$ cat src/logic/tcm_defs.svh
/*
  Register offsets, field positions, reset values and constants of the
  timer, counter and modulator block. Definitions only; included by the
  package and every design file that needs a number.
*/
`ifndef TCM_DEFS_SVH
`define TCM_DEFS_SVH

// ----------------------------------------------------------------
// address map
// ----------------------------------------------------------------
`define TCM_UNITS 2
`define TCM_UNIT_SEL_BIT 6
`define TCM_GLOBAL_BIT 7
`define TCM_REG_CTRL 6'h00
`define TCM_REG_COUNT 6'h04
`define TCM_REG_PERIOD 6'h08
`define TCM_REG_COMPARE 6'h0C
`define TCM_REG_CAPTURE 6'h10
`define TCM_REG_DEAD 6'h14
`define TCM_REG_DIV 6'h18
`define TCM_INT_STATUS 8'h80
`define TCM_INT_MASK 8'h84

// ----------------------------------------------------------------
// control fields
// ----------------------------------------------------------------
`define TCM_CTRL_EN 0
`define TCM_CTRL_ONESHOT 1
`define TCM_CTRL_MODE_LSB 2
`define TCM_CTRL_MODE_MSB 4
`define TCM_CTRL_CMPKILL 5
`define TCM_CTRL_KILL_T 6
`define TCM_CTRL_KILL_C 7
`define TCM_CTRL_EDGE_LSB 8
`define TCM_CTRL_EDGE_MSB 9
`define TCM_CTRL_W 10

// ----------------------------------------------------------------
// events and reset values
// ----------------------------------------------------------------
`define TCM_EV_CAP 0
`define TCM_EV_CMP 1
`define TCM_EV_PER 2
`define TCM_EV_W 3
`define TCM_ST_W 6
`define TCM_CTRL_RST 10'h000
`define TCM_PERIOD_RST 16'hFFFF
`define TCM_COMPARE_RST 16'h0000
`define TCM_DEAD_RST 8'h00
`define TCM_DIV_RST 16'h0000
`define TCM_LFSR_SEED 16'hACE1
`define TCM_SYNC_W 5

`endif

$ cat src/logic/tcm_pkg.sv
/*
  Types shared by the timer, counter and modulator files.
  Assumes tcm_defs.svh is on the include path.
*/
package tcm_pkg;
  `include "tcm_defs.svh"

  typedef enum logic [2:0] {
    TCM_TIMER,
    TCM_PWM_EDGE,
    TCM_PWM_CENTER,
    TCM_PWM_PRNG,
    TCM_QUAD
  } tcm_mode_t;

  typedef enum logic [1:0] {
    TCM_EDGE_RISE,
    TCM_EDGE_FALL,
    TCM_EDGE_BOTH,
    TCM_EDGE_OFF
  } tcm_edge_t;
endpackage

$ cat src/logic/tcm_top.sv
/*
  Two-unit timer, counter and pulse-width modulator with APB register
  access, pin synchronisers, clock dividers and one interrupt line.
  Assumes a single 25 MHz ref_clk; all pins are asynchronous to it.
*/
// Our own choices: the register offsets and register access over APB.
`timescale 1ns/1ps
`include "tcm_defs.svh"

// How it works
// - Each unit counts in 16 bits up to a period that software writes.
// - A capture pin edge copies the running count into the capture register.
// - In timer, edge and pseudo-random modes the counter stops at the period in one-shot mode or else reloads to zero.
// - The count, or in pseudo-random mode the LFSR value, is compared with the compare register to form the PWM duty signal.
// - True and complementary outputs are separated by a programmable dead gap.
// - While kill is active both outputs take their programmed safe levels.
// - Quadrature mode counts up or down by the phase order of two encoder inputs.
// - Two independent copies of the unit are built.
// - Edge-aligned, center-aligned and pseudo-random PWM modes are offered.
// - Kill can also come from a comparator result when enabled.
module tcm_top import tcm_pkg::*; (
  input wire logic ref_clk,
  input wire logic rst,
  input wire logic psel,
  input wire logic penable,
  input wire logic pwrite,
  input wire logic [7:0] paddr,
  input wire logic [31:0] pwdata,
  output logic [31:0] prdata,
  output logic pready,
  output logic pslverr,
  input wire logic [1:0] capture_pin,
  input wire logic [1:0] kill_pin,
  input wire logic [1:0] comparator_pin,
  input wire logic [1:0] quad_a_pin,
  input wire logic [1:0] quad_b_pin,
  output logic [1:0] pwm_out,
  output logic [1:0] pwm_out_n,
  output logic irq
);

  // ----------------------------------------------------------------
  // address decode
  // ----------------------------------------------------------------
  function automatic logic is_mapped(input logic [7:0] a);
    logic [5:0] r;
    r = a[5:0];
    if (a[`TCM_GLOBAL_BIT]) begin
      is_mapped = (a == `TCM_INT_STATUS) || (a == `TCM_INT_MASK);
    end else begin
      is_mapped = (r == `TCM_REG_CTRL) || (r == `TCM_REG_COUNT) ||
                  (r == `TCM_REG_PERIOD) || (r == `TCM_REG_COMPARE) ||
                  (r == `TCM_REG_CAPTURE) || (r == `TCM_REG_DEAD) ||
                  (r == `TCM_REG_DIV);
    end
  endfunction

  function automatic logic unit_hit(input logic [7:0] a, input int u, input logic [5:0] r);
    unit_hit = !a[`TCM_GLOBAL_BIT] && (a[`TCM_UNIT_SEL_BIT] == u[0]) && (a[5:0] == r);
  endfunction

  // ----------------------------------------------------------------
  // state
  // ----------------------------------------------------------------
  logic [`TCM_CTRL_W-1:0] ctrl_q [`TCM_UNITS];
  logic [`TCM_CTRL_W-1:0] ctrl_d [`TCM_UNITS];
  logic [15:0] period_q [`TCM_UNITS];
  logic [15:0] period_d [`TCM_UNITS];
  logic [15:0] compare_q [`TCM_UNITS];
  logic [15:0] compare_d [`TCM_UNITS];
  logic [7:0] dead_q [`TCM_UNITS];
  logic [7:0] dead_d [`TCM_UNITS];
  logic [15:0] div_q [`TCM_UNITS];
  logic [15:0] div_d [`TCM_UNITS];
  logic [15:0] divcnt_q [`TCM_UNITS];
  logic [15:0] divcnt_d [`TCM_UNITS];
  logic [`TCM_SYNC_W-1:0] sync1_q [`TCM_UNITS];
  logic [`TCM_SYNC_W-1:0] sync2_q [`TCM_UNITS];
  logic [15:0] count_w [`TCM_UNITS];
  logic [15:0] capture_w [`TCM_UNITS];
  logic [`TCM_EV_W-1:0] evt_w [`TCM_UNITS];
  logic [1:0] tick;
  logic [1:0] load_valid;
  logic [1:0] kill_w;
  logic [1:0] pwm_raw_w;
  logic [`TCM_ST_W-1:0] status_q, status_d, mask_q, mask_d, evt_all, clr;
  logic [31:0] prdata_q, prdata_d;
  logic pslverr_q, pslverr_d, setup, access, wr_en, rd_status;

  assign setup = psel & ~penable;
  assign access = psel & penable;
  assign wr_en = access & pwrite & is_mapped(paddr);
  // zero wait states: read data, sampled in the setup cycle, is ready in the access cycle
  assign pready = access;
  assign prdata = prdata_q;
  assign pslverr = pslverr_q & access;
  assign irq = |(status_q & mask_q);

  // ----------------------------------------------------------------
  // pin synchronisers and dividers, per unit
  // ----------------------------------------------------------------
  genvar gu;
  generate
    for (gu = 0; gu < `TCM_UNITS; gu++) begin : g_unit
      logic [`TCM_SYNC_W-1:0] pins;
      assign pins = {quad_b_pin[gu], quad_a_pin[gu], comparator_pin[gu],
                     kill_pin[gu], capture_pin[gu]};

      always_ff @(posedge ref_clk) begin
        if (rst) begin
          sync1_q[gu] <= '0;
          sync2_q[gu] <= '0;
        end else begin
          sync1_q[gu] <= pins;
          sync2_q[gu] <= sync1_q[gu];
        end
      end

      // divider stands for the divided peripheral clock
      assign tick[gu] = (divcnt_q[gu] == div_q[gu]);
      assign load_valid[gu] = wr_en && unit_hit(paddr, gu, `TCM_REG_COUNT);
      assign kill_w[gu] = sync2_q[gu][1] |
                          (ctrl_q[gu][`TCM_CTRL_CMPKILL] & sync2_q[gu][2]);

      tcm_counter u_counter (
        .ref_clk(ref_clk),
        .rst(rst),
        .tick(tick[gu]),
        .enable(ctrl_q[gu][`TCM_CTRL_EN]),
        .one_shot(ctrl_q[gu][`TCM_CTRL_ONESHOT]),
        .mode(tcm_mode_t'(ctrl_q[gu][`TCM_CTRL_MODE_MSB:`TCM_CTRL_MODE_LSB])),
        .cap_edge(tcm_edge_t'(ctrl_q[gu][`TCM_CTRL_EDGE_MSB:`TCM_CTRL_EDGE_LSB])),
        .period(period_q[gu]),
        .compare(compare_q[gu]),
        .load_valid(load_valid[gu]),
        .load_value(pwdata[15:0]),
        .capture_in(sync2_q[gu][0]),
        .quad_a(sync2_q[gu][3]),
        .quad_b(sync2_q[gu][4]),
        .count_q(count_w[gu]),
        .capture_q(capture_w[gu]),
        .evt_q(evt_w[gu]),
        .pwm_raw_q(pwm_raw_w[gu])
      );

      tcm_deadband u_dead (
        .ref_clk(ref_clk),
        .rst(rst),
        .pwm_raw(pwm_raw_w[gu]),
        .dead_len(dead_q[gu]),
        .kill(kill_w[gu]),
        .kill_lvl_t(ctrl_q[gu][`TCM_CTRL_KILL_T]),
        .kill_lvl_c(ctrl_q[gu][`TCM_CTRL_KILL_C]),
        .out_t_q(pwm_out[gu]),
        .out_c_q(pwm_out_n[gu])
      );
    end
  endgenerate

  // ----------------------------------------------------------------
  // register writes and dividers
  // ----------------------------------------------------------------
  always_comb begin
    for (int u = 0; u < `TCM_UNITS; u++) begin
      ctrl_d[u] = ctrl_q[u];
      period_d[u] = period_q[u];
      compare_d[u] = compare_q[u];
      dead_d[u] = dead_q[u];
      div_d[u] = div_q[u];
      divcnt_d[u] = tick[u] ? 16'h0000 : divcnt_q[u] + 16'h0001;
      if (!ctrl_q[u][`TCM_CTRL_EN]) begin
        divcnt_d[u] = 16'h0000;
      end
      if (wr_en && unit_hit(paddr, u, `TCM_REG_CTRL)) begin
        ctrl_d[u] = pwdata[`TCM_CTRL_W-1:0];
      end
      if (wr_en && unit_hit(paddr, u, `TCM_REG_PERIOD)) begin
        period_d[u] = pwdata[15:0];
      end
      if (wr_en && unit_hit(paddr, u, `TCM_REG_COMPARE)) begin
        compare_d[u] = pwdata[15:0];
      end
      if (wr_en && unit_hit(paddr, u, `TCM_REG_DEAD)) begin
        dead_d[u] = pwdata[7:0];
      end
      if (wr_en && unit_hit(paddr, u, `TCM_REG_DIV)) begin
        div_d[u] = pwdata[15:0];
        divcnt_d[u] = 16'h0000;
      end
    end
    mask_d = mask_q;
    if (wr_en && paddr == `TCM_INT_MASK) begin
      mask_d = pwdata[`TCM_ST_W-1:0];
    end
  end

  always_ff @(posedge ref_clk) begin
    if (rst) begin
      for (int u = 0; u < `TCM_UNITS; u++) begin
        ctrl_q[u] <= `TCM_CTRL_RST;
        period_q[u] <= `TCM_PERIOD_RST;
        compare_q[u] <= `TCM_COMPARE_RST;
        dead_q[u] <= `TCM_DEAD_RST;
        div_q[u] <= `TCM_DIV_RST;
        divcnt_q[u] <= 16'h0000;
      end
      mask_q <= '0;
    end else begin
      for (int u = 0; u < `TCM_UNITS; u++) begin
        ctrl_q[u] <= ctrl_d[u];
        period_q[u] <= period_d[u];
        compare_q[u] <= compare_d[u];
        dead_q[u] <= dead_d[u];
        div_q[u] <= div_d[u];
        divcnt_q[u] <= divcnt_d[u];
      end
      mask_q <= mask_d;
    end
  end

  // ----------------------------------------------------------------
  // interrupt status
  // ----------------------------------------------------------------
  // only bits already returned in the read are cleared; a set wins
  assign evt_all = {evt_w[1], evt_w[0]};
  assign rd_status = access & ~pwrite & (paddr == `TCM_INT_STATUS);
  assign clr = rd_status ? prdata_q[`TCM_ST_W-1:0] : '0;

  always_comb begin
    status_d = (status_q & ~clr) | evt_all;
  end

  // ----------------------------------------------------------------
  // read data, sampled in the setup cycle
  // ----------------------------------------------------------------
  always_comb begin
    prdata_d = prdata_q;
    pslverr_d = pslverr_q;
    if (setup) begin
      pslverr_d = ~is_mapped(paddr);
      prdata_d = 32'h0000_0000;
      if (!pwrite) begin
        if (paddr == `TCM_INT_STATUS) begin
          prdata_d[`TCM_ST_W-1:0] = status_q;
        end else if (paddr == `TCM_INT_MASK) begin
          prdata_d[`TCM_ST_W-1:0] = mask_q;
        end else if (!paddr[`TCM_GLOBAL_BIT]) begin
          case (paddr[5:0])
            `TCM_REG_CTRL: prdata_d[`TCM_CTRL_W-1:0] = ctrl_q[paddr[`TCM_UNIT_SEL_BIT]];
            `TCM_REG_COUNT: prdata_d[15:0] = count_w[paddr[`TCM_UNIT_SEL_BIT]];
            `TCM_REG_PERIOD: prdata_d[15:0] = period_q[paddr[`TCM_UNIT_SEL_BIT]];
            `TCM_REG_COMPARE: prdata_d[15:0] = compare_q[paddr[`TCM_UNIT_SEL_BIT]];
            `TCM_REG_CAPTURE: prdata_d[15:0] = capture_w[paddr[`TCM_UNIT_SEL_BIT]];
            `TCM_REG_DEAD: prdata_d[7:0] = dead_q[paddr[`TCM_UNIT_SEL_BIT]];
            `TCM_REG_DIV: prdata_d[15:0] = div_q[paddr[`TCM_UNIT_SEL_BIT]];
            default: prdata_d = 32'h0000_0000;
          endcase
        end
      end
    end
  end

  always_ff @(posedge ref_clk) begin
    if (rst) begin
      status_q <= '0;
      prdata_q <= 32'h0000_0000;
      pslverr_q <= 1'b0;
    end else begin
      status_q <= status_d;
      prdata_q <= prdata_d;
      pslverr_q <= pslverr_d;
    end
  end
endmodule

$ cat src/logic/tcm_counter.sv
/*
  One 16-bit counter with period, compare, capture, pseudo-random source
  and quadrature decoding. Inputs arrive already synchronised to ref_clk;
  tick is a one-cycle enable from the divider in the top.
*/
`timescale 1ns/1ps
`include "tcm_defs.svh"
module tcm_counter import tcm_pkg::*; (
  input wire logic ref_clk,
  input wire logic rst,
  input wire logic tick,
  input wire logic enable,
  input wire logic one_shot,
  input tcm_mode_t mode,
  input tcm_edge_t cap_edge,
  input wire logic [15:0] period,
  input wire logic [15:0] compare,
  input wire logic load_valid,
  input wire logic [15:0] load_value,
  input wire logic capture_in,
  input wire logic quad_a,
  input wire logic quad_b,
  output logic [15:0] count_q,
  output logic [15:0] capture_q,
  output logic [`TCM_EV_W-1:0] evt_q,
  output logic pwm_raw_q
);
  logic [15:0] count_d, capture_d, lfsr_q, lfsr_d;
  logic [`TCM_EV_W-1:0] evt_d;
  logic pwm_raw_d, dir_q, dir_d, run_q, run_d;
  logic cap_prev_q, cap_prev_d, qa_q, qa_d, qb_q, qb_d, cap_hit;

  // ----------------------------------------------------------------
  // next state
  // ----------------------------------------------------------------
  always_comb begin
    count_d = count_q;
    capture_d = capture_q;
    lfsr_d = lfsr_q;
    dir_d = dir_q;
    run_d = run_q;
    evt_d = '0;
    cap_prev_d = capture_in;
    qa_d = qa_q;
    qb_d = qb_q;
    case (cap_edge)
      TCM_EDGE_RISE: cap_hit = capture_in & ~cap_prev_q;
      TCM_EDGE_FALL: cap_hit = ~capture_in & cap_prev_q;
      TCM_EDGE_BOTH: cap_hit = capture_in ^ cap_prev_q;
      default: cap_hit = 1'b0;
    endcase
    if (enable && cap_hit) begin
      capture_d = count_q;
      evt_d[`TCM_EV_CAP] = 1'b1;
    end
    if (!enable) begin
      count_d = '0;
      dir_d = 1'b0;
      run_d = 1'b1;
      lfsr_d = `TCM_LFSR_SEED;
      qa_d = quad_a;
      qb_d = quad_b;
    end else if (load_valid) begin
      count_d = load_value;
    end else if (tick && run_q) begin
      lfsr_d = {lfsr_q[14:0], lfsr_q[15] ^ lfsr_q[13] ^ lfsr_q[12] ^ lfsr_q[10]};
      evt_d[`TCM_EV_CMP] = (count_q == compare);
      case (mode)
        TCM_QUAD: begin
          qa_d = quad_a;
          qb_d = quad_b;
          if ((quad_a != qa_q) || (quad_b != qb_q)) begin
            // phase order gives direction: b leading a counts up
            if (qa_q ^ quad_b) begin
              count_d = (count_q == period) ? 16'h0000 : count_q + 16'h0001;
              evt_d[`TCM_EV_PER] = (count_q == period);
            end else begin
              count_d = (count_q == 16'h0000) ? period : count_q - 16'h0001;
            end
          end
        end
        TCM_PWM_CENTER: begin
          if (!dir_q) begin
            if (count_q >= period) begin
              dir_d = 1'b1;
              count_d = count_q - 16'h0001;
              evt_d[`TCM_EV_PER] = 1'b1;
            end else begin
              count_d = count_q + 16'h0001;
            end
          end else if (count_q == 16'h0000) begin
            dir_d = 1'b0;
            count_d = 16'h0001;
          end else begin
            count_d = count_q - 16'h0001;
          end
        end
        default: begin
          if (count_q == period) begin
            evt_d[`TCM_EV_PER] = 1'b1;
            if (one_shot) begin
              run_d = 1'b0;
            end else begin
              count_d = '0;
            end
          end else begin
            count_d = count_q + 16'h0001;
          end
        end
      endcase
    end
    // the prng compare makes a duty-correct but spectrally spread output
    if (!enable || mode == TCM_QUAD) begin
      pwm_raw_d = 1'b0;
    end else if (mode == TCM_PWM_PRNG) begin
      pwm_raw_d = lfsr_q < compare;
    end else begin
      pwm_raw_d = count_q < compare;
    end
  end

  // ----------------------------------------------------------------
  // registers
  // ----------------------------------------------------------------
  always_ff @(posedge ref_clk) begin
    if (rst) begin
      count_q <= '0;
      capture_q <= '0;
      lfsr_q <= `TCM_LFSR_SEED;
      dir_q <= 1'b0;
      run_q <= 1'b1;
      evt_q <= '0;
      pwm_raw_q <= 1'b0;
      cap_prev_q <= 1'b0;
      qa_q <= 1'b0;
      qb_q <= 1'b0;
    end else begin
      count_q <= count_d;
      capture_q <= capture_d;
      lfsr_q <= lfsr_d;
      dir_q <= dir_d;
      run_q <= run_d;
      evt_q <= evt_d;
      pwm_raw_q <= pwm_raw_d;
      cap_prev_q <= cap_prev_d;
      qa_q <= qa_d;
      qb_q <= qb_d;
    end
  end
endmodule

$ cat src/logic/tcm_deadband.sv
/*
  Dead-band output stage: true and complementary lines with a gap of
  dead_len ref_clk cycles after each change, and a kill override.
  Assumes kill is already synchronised.
*/
`timescale 1ns/1ps
module tcm_deadband (
  input wire logic ref_clk,
  input wire logic rst,
  input wire logic pwm_raw,
  input wire logic [7:0] dead_len,
  input wire logic kill,
  input wire logic kill_lvl_t,
  input wire logic kill_lvl_c,
  output logic out_t_q,
  output logic out_c_q
);
  logic level_q, level_d, out_t_d, out_c_d;
  logic [7:0] gap_q, gap_d;

  always_comb begin
    level_d = level_q;
    gap_d = gap_q;
    if (pwm_raw != level_q) begin
      level_d = pwm_raw;
      gap_d = dead_len;
    end else if (gap_q != 8'h00) begin
      gap_d = gap_q - 8'h01;
    end
    // both lines low during the gap, so no overlap occurs unless kill levels set both high
    out_t_d = level_q & (gap_q == 8'h00);
    out_c_d = ~level_q & (gap_q == 8'h00);
    if (kill) begin
      out_t_d = kill_lvl_t;
      out_c_d = kill_lvl_c;
    end
  end

  always_ff @(posedge ref_clk) begin
    if (rst) begin
      level_q <= 1'b0;
      gap_q <= 8'h00;
      out_t_q <= 1'b0;
      out_c_q <= 1'b0;
    end else begin
      level_q <= level_d;
      gap_q <= gap_d;
      out_t_q <= out_t_d;
      out_c_q <= out_c_d;
    end
  end
endmodule

$ cat config.mk
export PLATFORM = sky130hd
export DESIGN_NAME = tcm_top
export DESIGN_NICKNAME = d
export VERILOG_FILES = /design/src/logic/tcm_pkg.sv /design/src/logic/tcm_top.sv /design/src/logic/tcm_counter.sv /design/src/logic/tcm_deadband.sv
export VERILOG_INCLUDE_DIRS = /design/src /design/src/logic
export SDC_FILE = /design/constraint.sdc
export NUM_CORES = 1
export LEC_CHECK = 0
export BUFFER_PORTS_ARGS = -buffer_cell sky130_fd_sc_hd__clkbuf_2
export CORE_UTILIZATION = 45
export CTS_BUF_LIST = sky130_fd_sc_hd__clkbuf_8
export DETAILED_ROUTE_END_ITERATION = 16
export GPL_TIMING_DRIVEN = 0
export SYNTH_ARGS = -nofsm -noshare
export SYNTH_HDL_FRONTEND = slang
export SYNTH_SLANG_ARGS = --single-unit
$ cat constraint.sdc
create_clock -name ref_clk -period 3.3 [get_ports ref_clk]
set_clock_uncertainty 0.15 [all_clocks]
set_input_delay 0.165 -clock ref_clk [delete_from_list [all_inputs] [get_ports ref_clk]]
set_output_delay 0.165 -clock ref_clk [all_outputs]
set_load 0.005 [all_outputs]
==> flow_summary.json <==
{
  "grt_start_max_net_pins": 16,
  "coreArea_um2": 43500,
  "synth_edf_count": 0,
  "initial_core_util_pct": 46.0,
  "power_leakage_nw": 9.43,
  "synth-compound-area-share_pct": 17.2,
  "syn_avg_cell_area_um2": 8.14,
  "tightest_slew_ps": 1080,
  "synthMuxAreaShare_pct": 6.14,
  "grt_pass1_vias": 18337,
  "fp-row-count": 76,
  "dieArea_um2": 45300,
  "critPathArrivalTime_ps": 3670,
  "clock.fmax_ghz": 0.307,
  "antenna_found_initial": 0,
  "synthAdderAreaFrac_pct": 6.75,
  "vias": 19332,
  "drc": 0,
  "avgRoutedWirePerCell_um": 24.0,
  "grt_overflow": 0,
  "drv_cap": 0,
  "worstSkewPairLatency_ps": 690,
  "synthSimpleGateAreaFrac_pct": 22.8,
  "ys_seq_area_share_pct": 34.9,
  "area_growth_pct": 14.2,
  "powerDensity_nw_per_um2": 431,
  "gp_congestion": 0.986,
  "cts.sinks": 349,
  "slew_headroom_pct": 28.0,
  "dr.first_iter.drc_count": 1669,
  "critPathRequiredTime_ps": 3720,
  "synth-xor-area-share_pct": 5.73,
  "ys_types": 85,
  "clk_pin_slew_worst_paths_ps": 70,
  "fin_nets": 2784,
  "cts_inserted_buffers": 61,
  "syn_inst": 2457,
  "r2r_slack_ps": 40,
  "fin_crit_sh_pct": 98.8,
  "slew_violations": 0,
  "synth-main-ff-cell": "dfxtp_1",
  "hold_path.class": "input port to flop",
  "post-place-ws_ps": -486,
  "die_w_um": 213,
  "drtPass1Iterations": 8,
  "design_area_um2": 22900,
  "max-vdd-ir-drop_v": 0.000287,
  "hold_violations": 0,
  "worst_slack_ps": 41.2,
  "cts.htree.levels": 2,
  "synth_top_family_by_area": "simple AND/OR/NAND/NOR gates",
  "cts_tree": "done",
  "track_usage_pct": 34.6,
  "status": "completed",
  "ys_ff_latch": 349,
  "crit_fanout": 10,
  "syn_area_um2": 20000,
  "root_buffer": "clkbuf_8",
  "setup_viol": 0,
  "die_h_um": 213,
  "ant_nets": 0,
  "critPathKind": "flop to flop",
  "ios": 94,
  "synth-async-reset-ratio_pct": 0,
  "drive_gt1_share_pct": 11.6,
  "grt_pass1_wl_um": 116000,
  "period_needed_ps": 3260,
  "endpoint_kind": "flop",
  "dp.final_hpwl_um": 59600,
  "yosysWarnings": 0,
  "dpl_cell_area_um2": 21100,
  "vias_per_cell": 5.93,
  "crit_path_start_kind": "flop",
  "io_buffers": 50,
  "cts_buffer_depth": 3,
  "totalWireLength_um": 78200
}
-- cell families (layout without fill, tap and decap cells) --
| group | count (synthesis) | count (layout) |
|---|---|---|
| adder cells (fa/ha/maj) | 108 | 108 |
| other | 1 | 17 |
| flip-flops | 349 | 349 |
| AO/OA/AOI/OAI | 528 | 528 |
| AND/OR/NAND/NOR | 948 | 948 |
| multiplexers | 121 | 121 |
| XOR/XNOR | 131 | 131 |
| buffers and inverters | 271 | 472 |
-- power by group --
group	total (mW)	switching, mW	internal [mW]
clock network	4.50	1.96	2.54
registers	4.38	0.0719	4.31
logic	0.957	0.566	0.391
-- routing by layer --
layer	part of all wire, %	GRT usage, %	vias to the layer above
li1	-	-	8977
met1	42	45.2	9263
met2	45	55.0	872
met3	7.5	5.25	220
met4	5.6	17.8	0
met5	0	0	-
-- state kept, by name, summed over array words and instances (netlist names), 6 cells and up --
signal and flops:
prdata 16, divcnt_q 32, ctrl_q 20, g_unit.u_counter.capture_q 32, mask_q 6, g_unit.u_counter.evt_q 6
compare_q 32, status_q 6, dead_q 16, g_unit.u_counter.count_q 32, div_q 32, g_unit.u_dead.gap_q 16
sync1_q 10, period_q 32, g_unit.u_counter.lfsr_q 32, sync2_q 10
-- layout by cell type, fill, tap and decap left out, drive strengths merged, types with 11 or more instances in the layout --
cell / count
dfxtp: 349
nand2: 346
nor2: 249
clkbuf: 230
a21oi: 204
mux2i: 119
inv: 111
ha: 108
nand3: 90
xor2: 83
buf: 82
o21ai: 68
xnor2: 48
a22oi: 46
nor2b: 45
nor3: 41
o22ai: 37
nand4: 34
dlygate4sd3: 29
a21o: 25
a221oi: 24
nor4: 23
nand3b: 22
and3: 21
a211oi: 19
nand2b: 18
a211o: 17
a222oi: 16
conb: 16
o221ai: 14
or3: 14
o211ai: 13
or4: 12
clkinv: 11
-- path summary, 6_finish.rpt --
kind	start	end	depth (start not counted)
min reg2reg	sync1_q[1][2]	sync2_q[1][2]	1
max reg2reg	period_q[0][9]	g_unit[0].u_counter.count_q[9]	11
max	period_q[0][9]	g_unit[0].u_counter.count_q[9]	11
min	paddr[5]	prdata[6]	6
-- area by class of cell --
cell class | count | area [um2]
Antenna cell | 1 | 2.50
Buffer | 176 | 930
Clock buffer | 79 | 1090
Clock inverter | 36 | 292
Fill cell | 4257 | 20600
Inverter | 95 | 360
Multi-Input combinational cell | 1852 | 11900
Sequential cell | 349 | 7010
Tap cell | 585 | 732
Timing Repair Buffer | 86 | 593
-- metrics by stage --
| step | total power [mW] | setup TNS, ps | util (%) | cells | hold WS [ps] |
|---|---|---|---|---|---|
| floorplan | 5.11 | 0 | - | 2472 | 133 |
| global placement | 5.37 | -9100 | 48.4 | 3107 | 222 |
| detailed placement | 5.38 | -8100 | 48.4 | 3107 | 228 |
| CTS | 9.86 | 0 | 52.4 | 3254 | 32.6 |
| global route | 10.2 | -0.0393 | 52.6 | 3258 | 92.9 |
| finish | 9.84 | 0 | 52.6 | 3259 | 73.5 |
-- timing repair --
| action | 4_1_cts | 5_1_grt |
|---|---|---|
| resized for setup | 11 | 19 |
| hold endpoints to repair | 132 | 0 |
| setup buffers | 3 | 4 |
| pin swaps | 3 | 5 |
| endpoints found under the setup margin | 32 | 22 |
| hold buffers | 29 | 0 |
-- Yosys cell counts (46+ instances only) --
cell type | number | area (um2)
nand2_1 | 334 | 1250
inv_1 | 95 | 357
xnor2_1 | 48 | 420
a21oi_1 | 193 | 966
nand3_1 | 89 | 445
xor2_1 | 83 | 727
o21ai_0 | 59 | 295
ha_1 | 108 | 1350
a22oi_1 | 46 | 345
mux2i_1 | 119 | 1190
nor2_1 | 240 | 901
dfxtp_1 | 349 | 6990
clkbuf_1 | 96 | 360
-- worst max-delay path, stage by stage (launching register included) --
cell	delay, ps
dfxtp_2	420
inv_1	70
ha_1	290
nand4_1	250
buf_4	240
a2111oi_1	550
or4b_1	220
buf_4	200
buf_6	190
mux2i_1	200
a21oi_1	80
o22ai_1	260
Power figures use the tool's default switching activity.
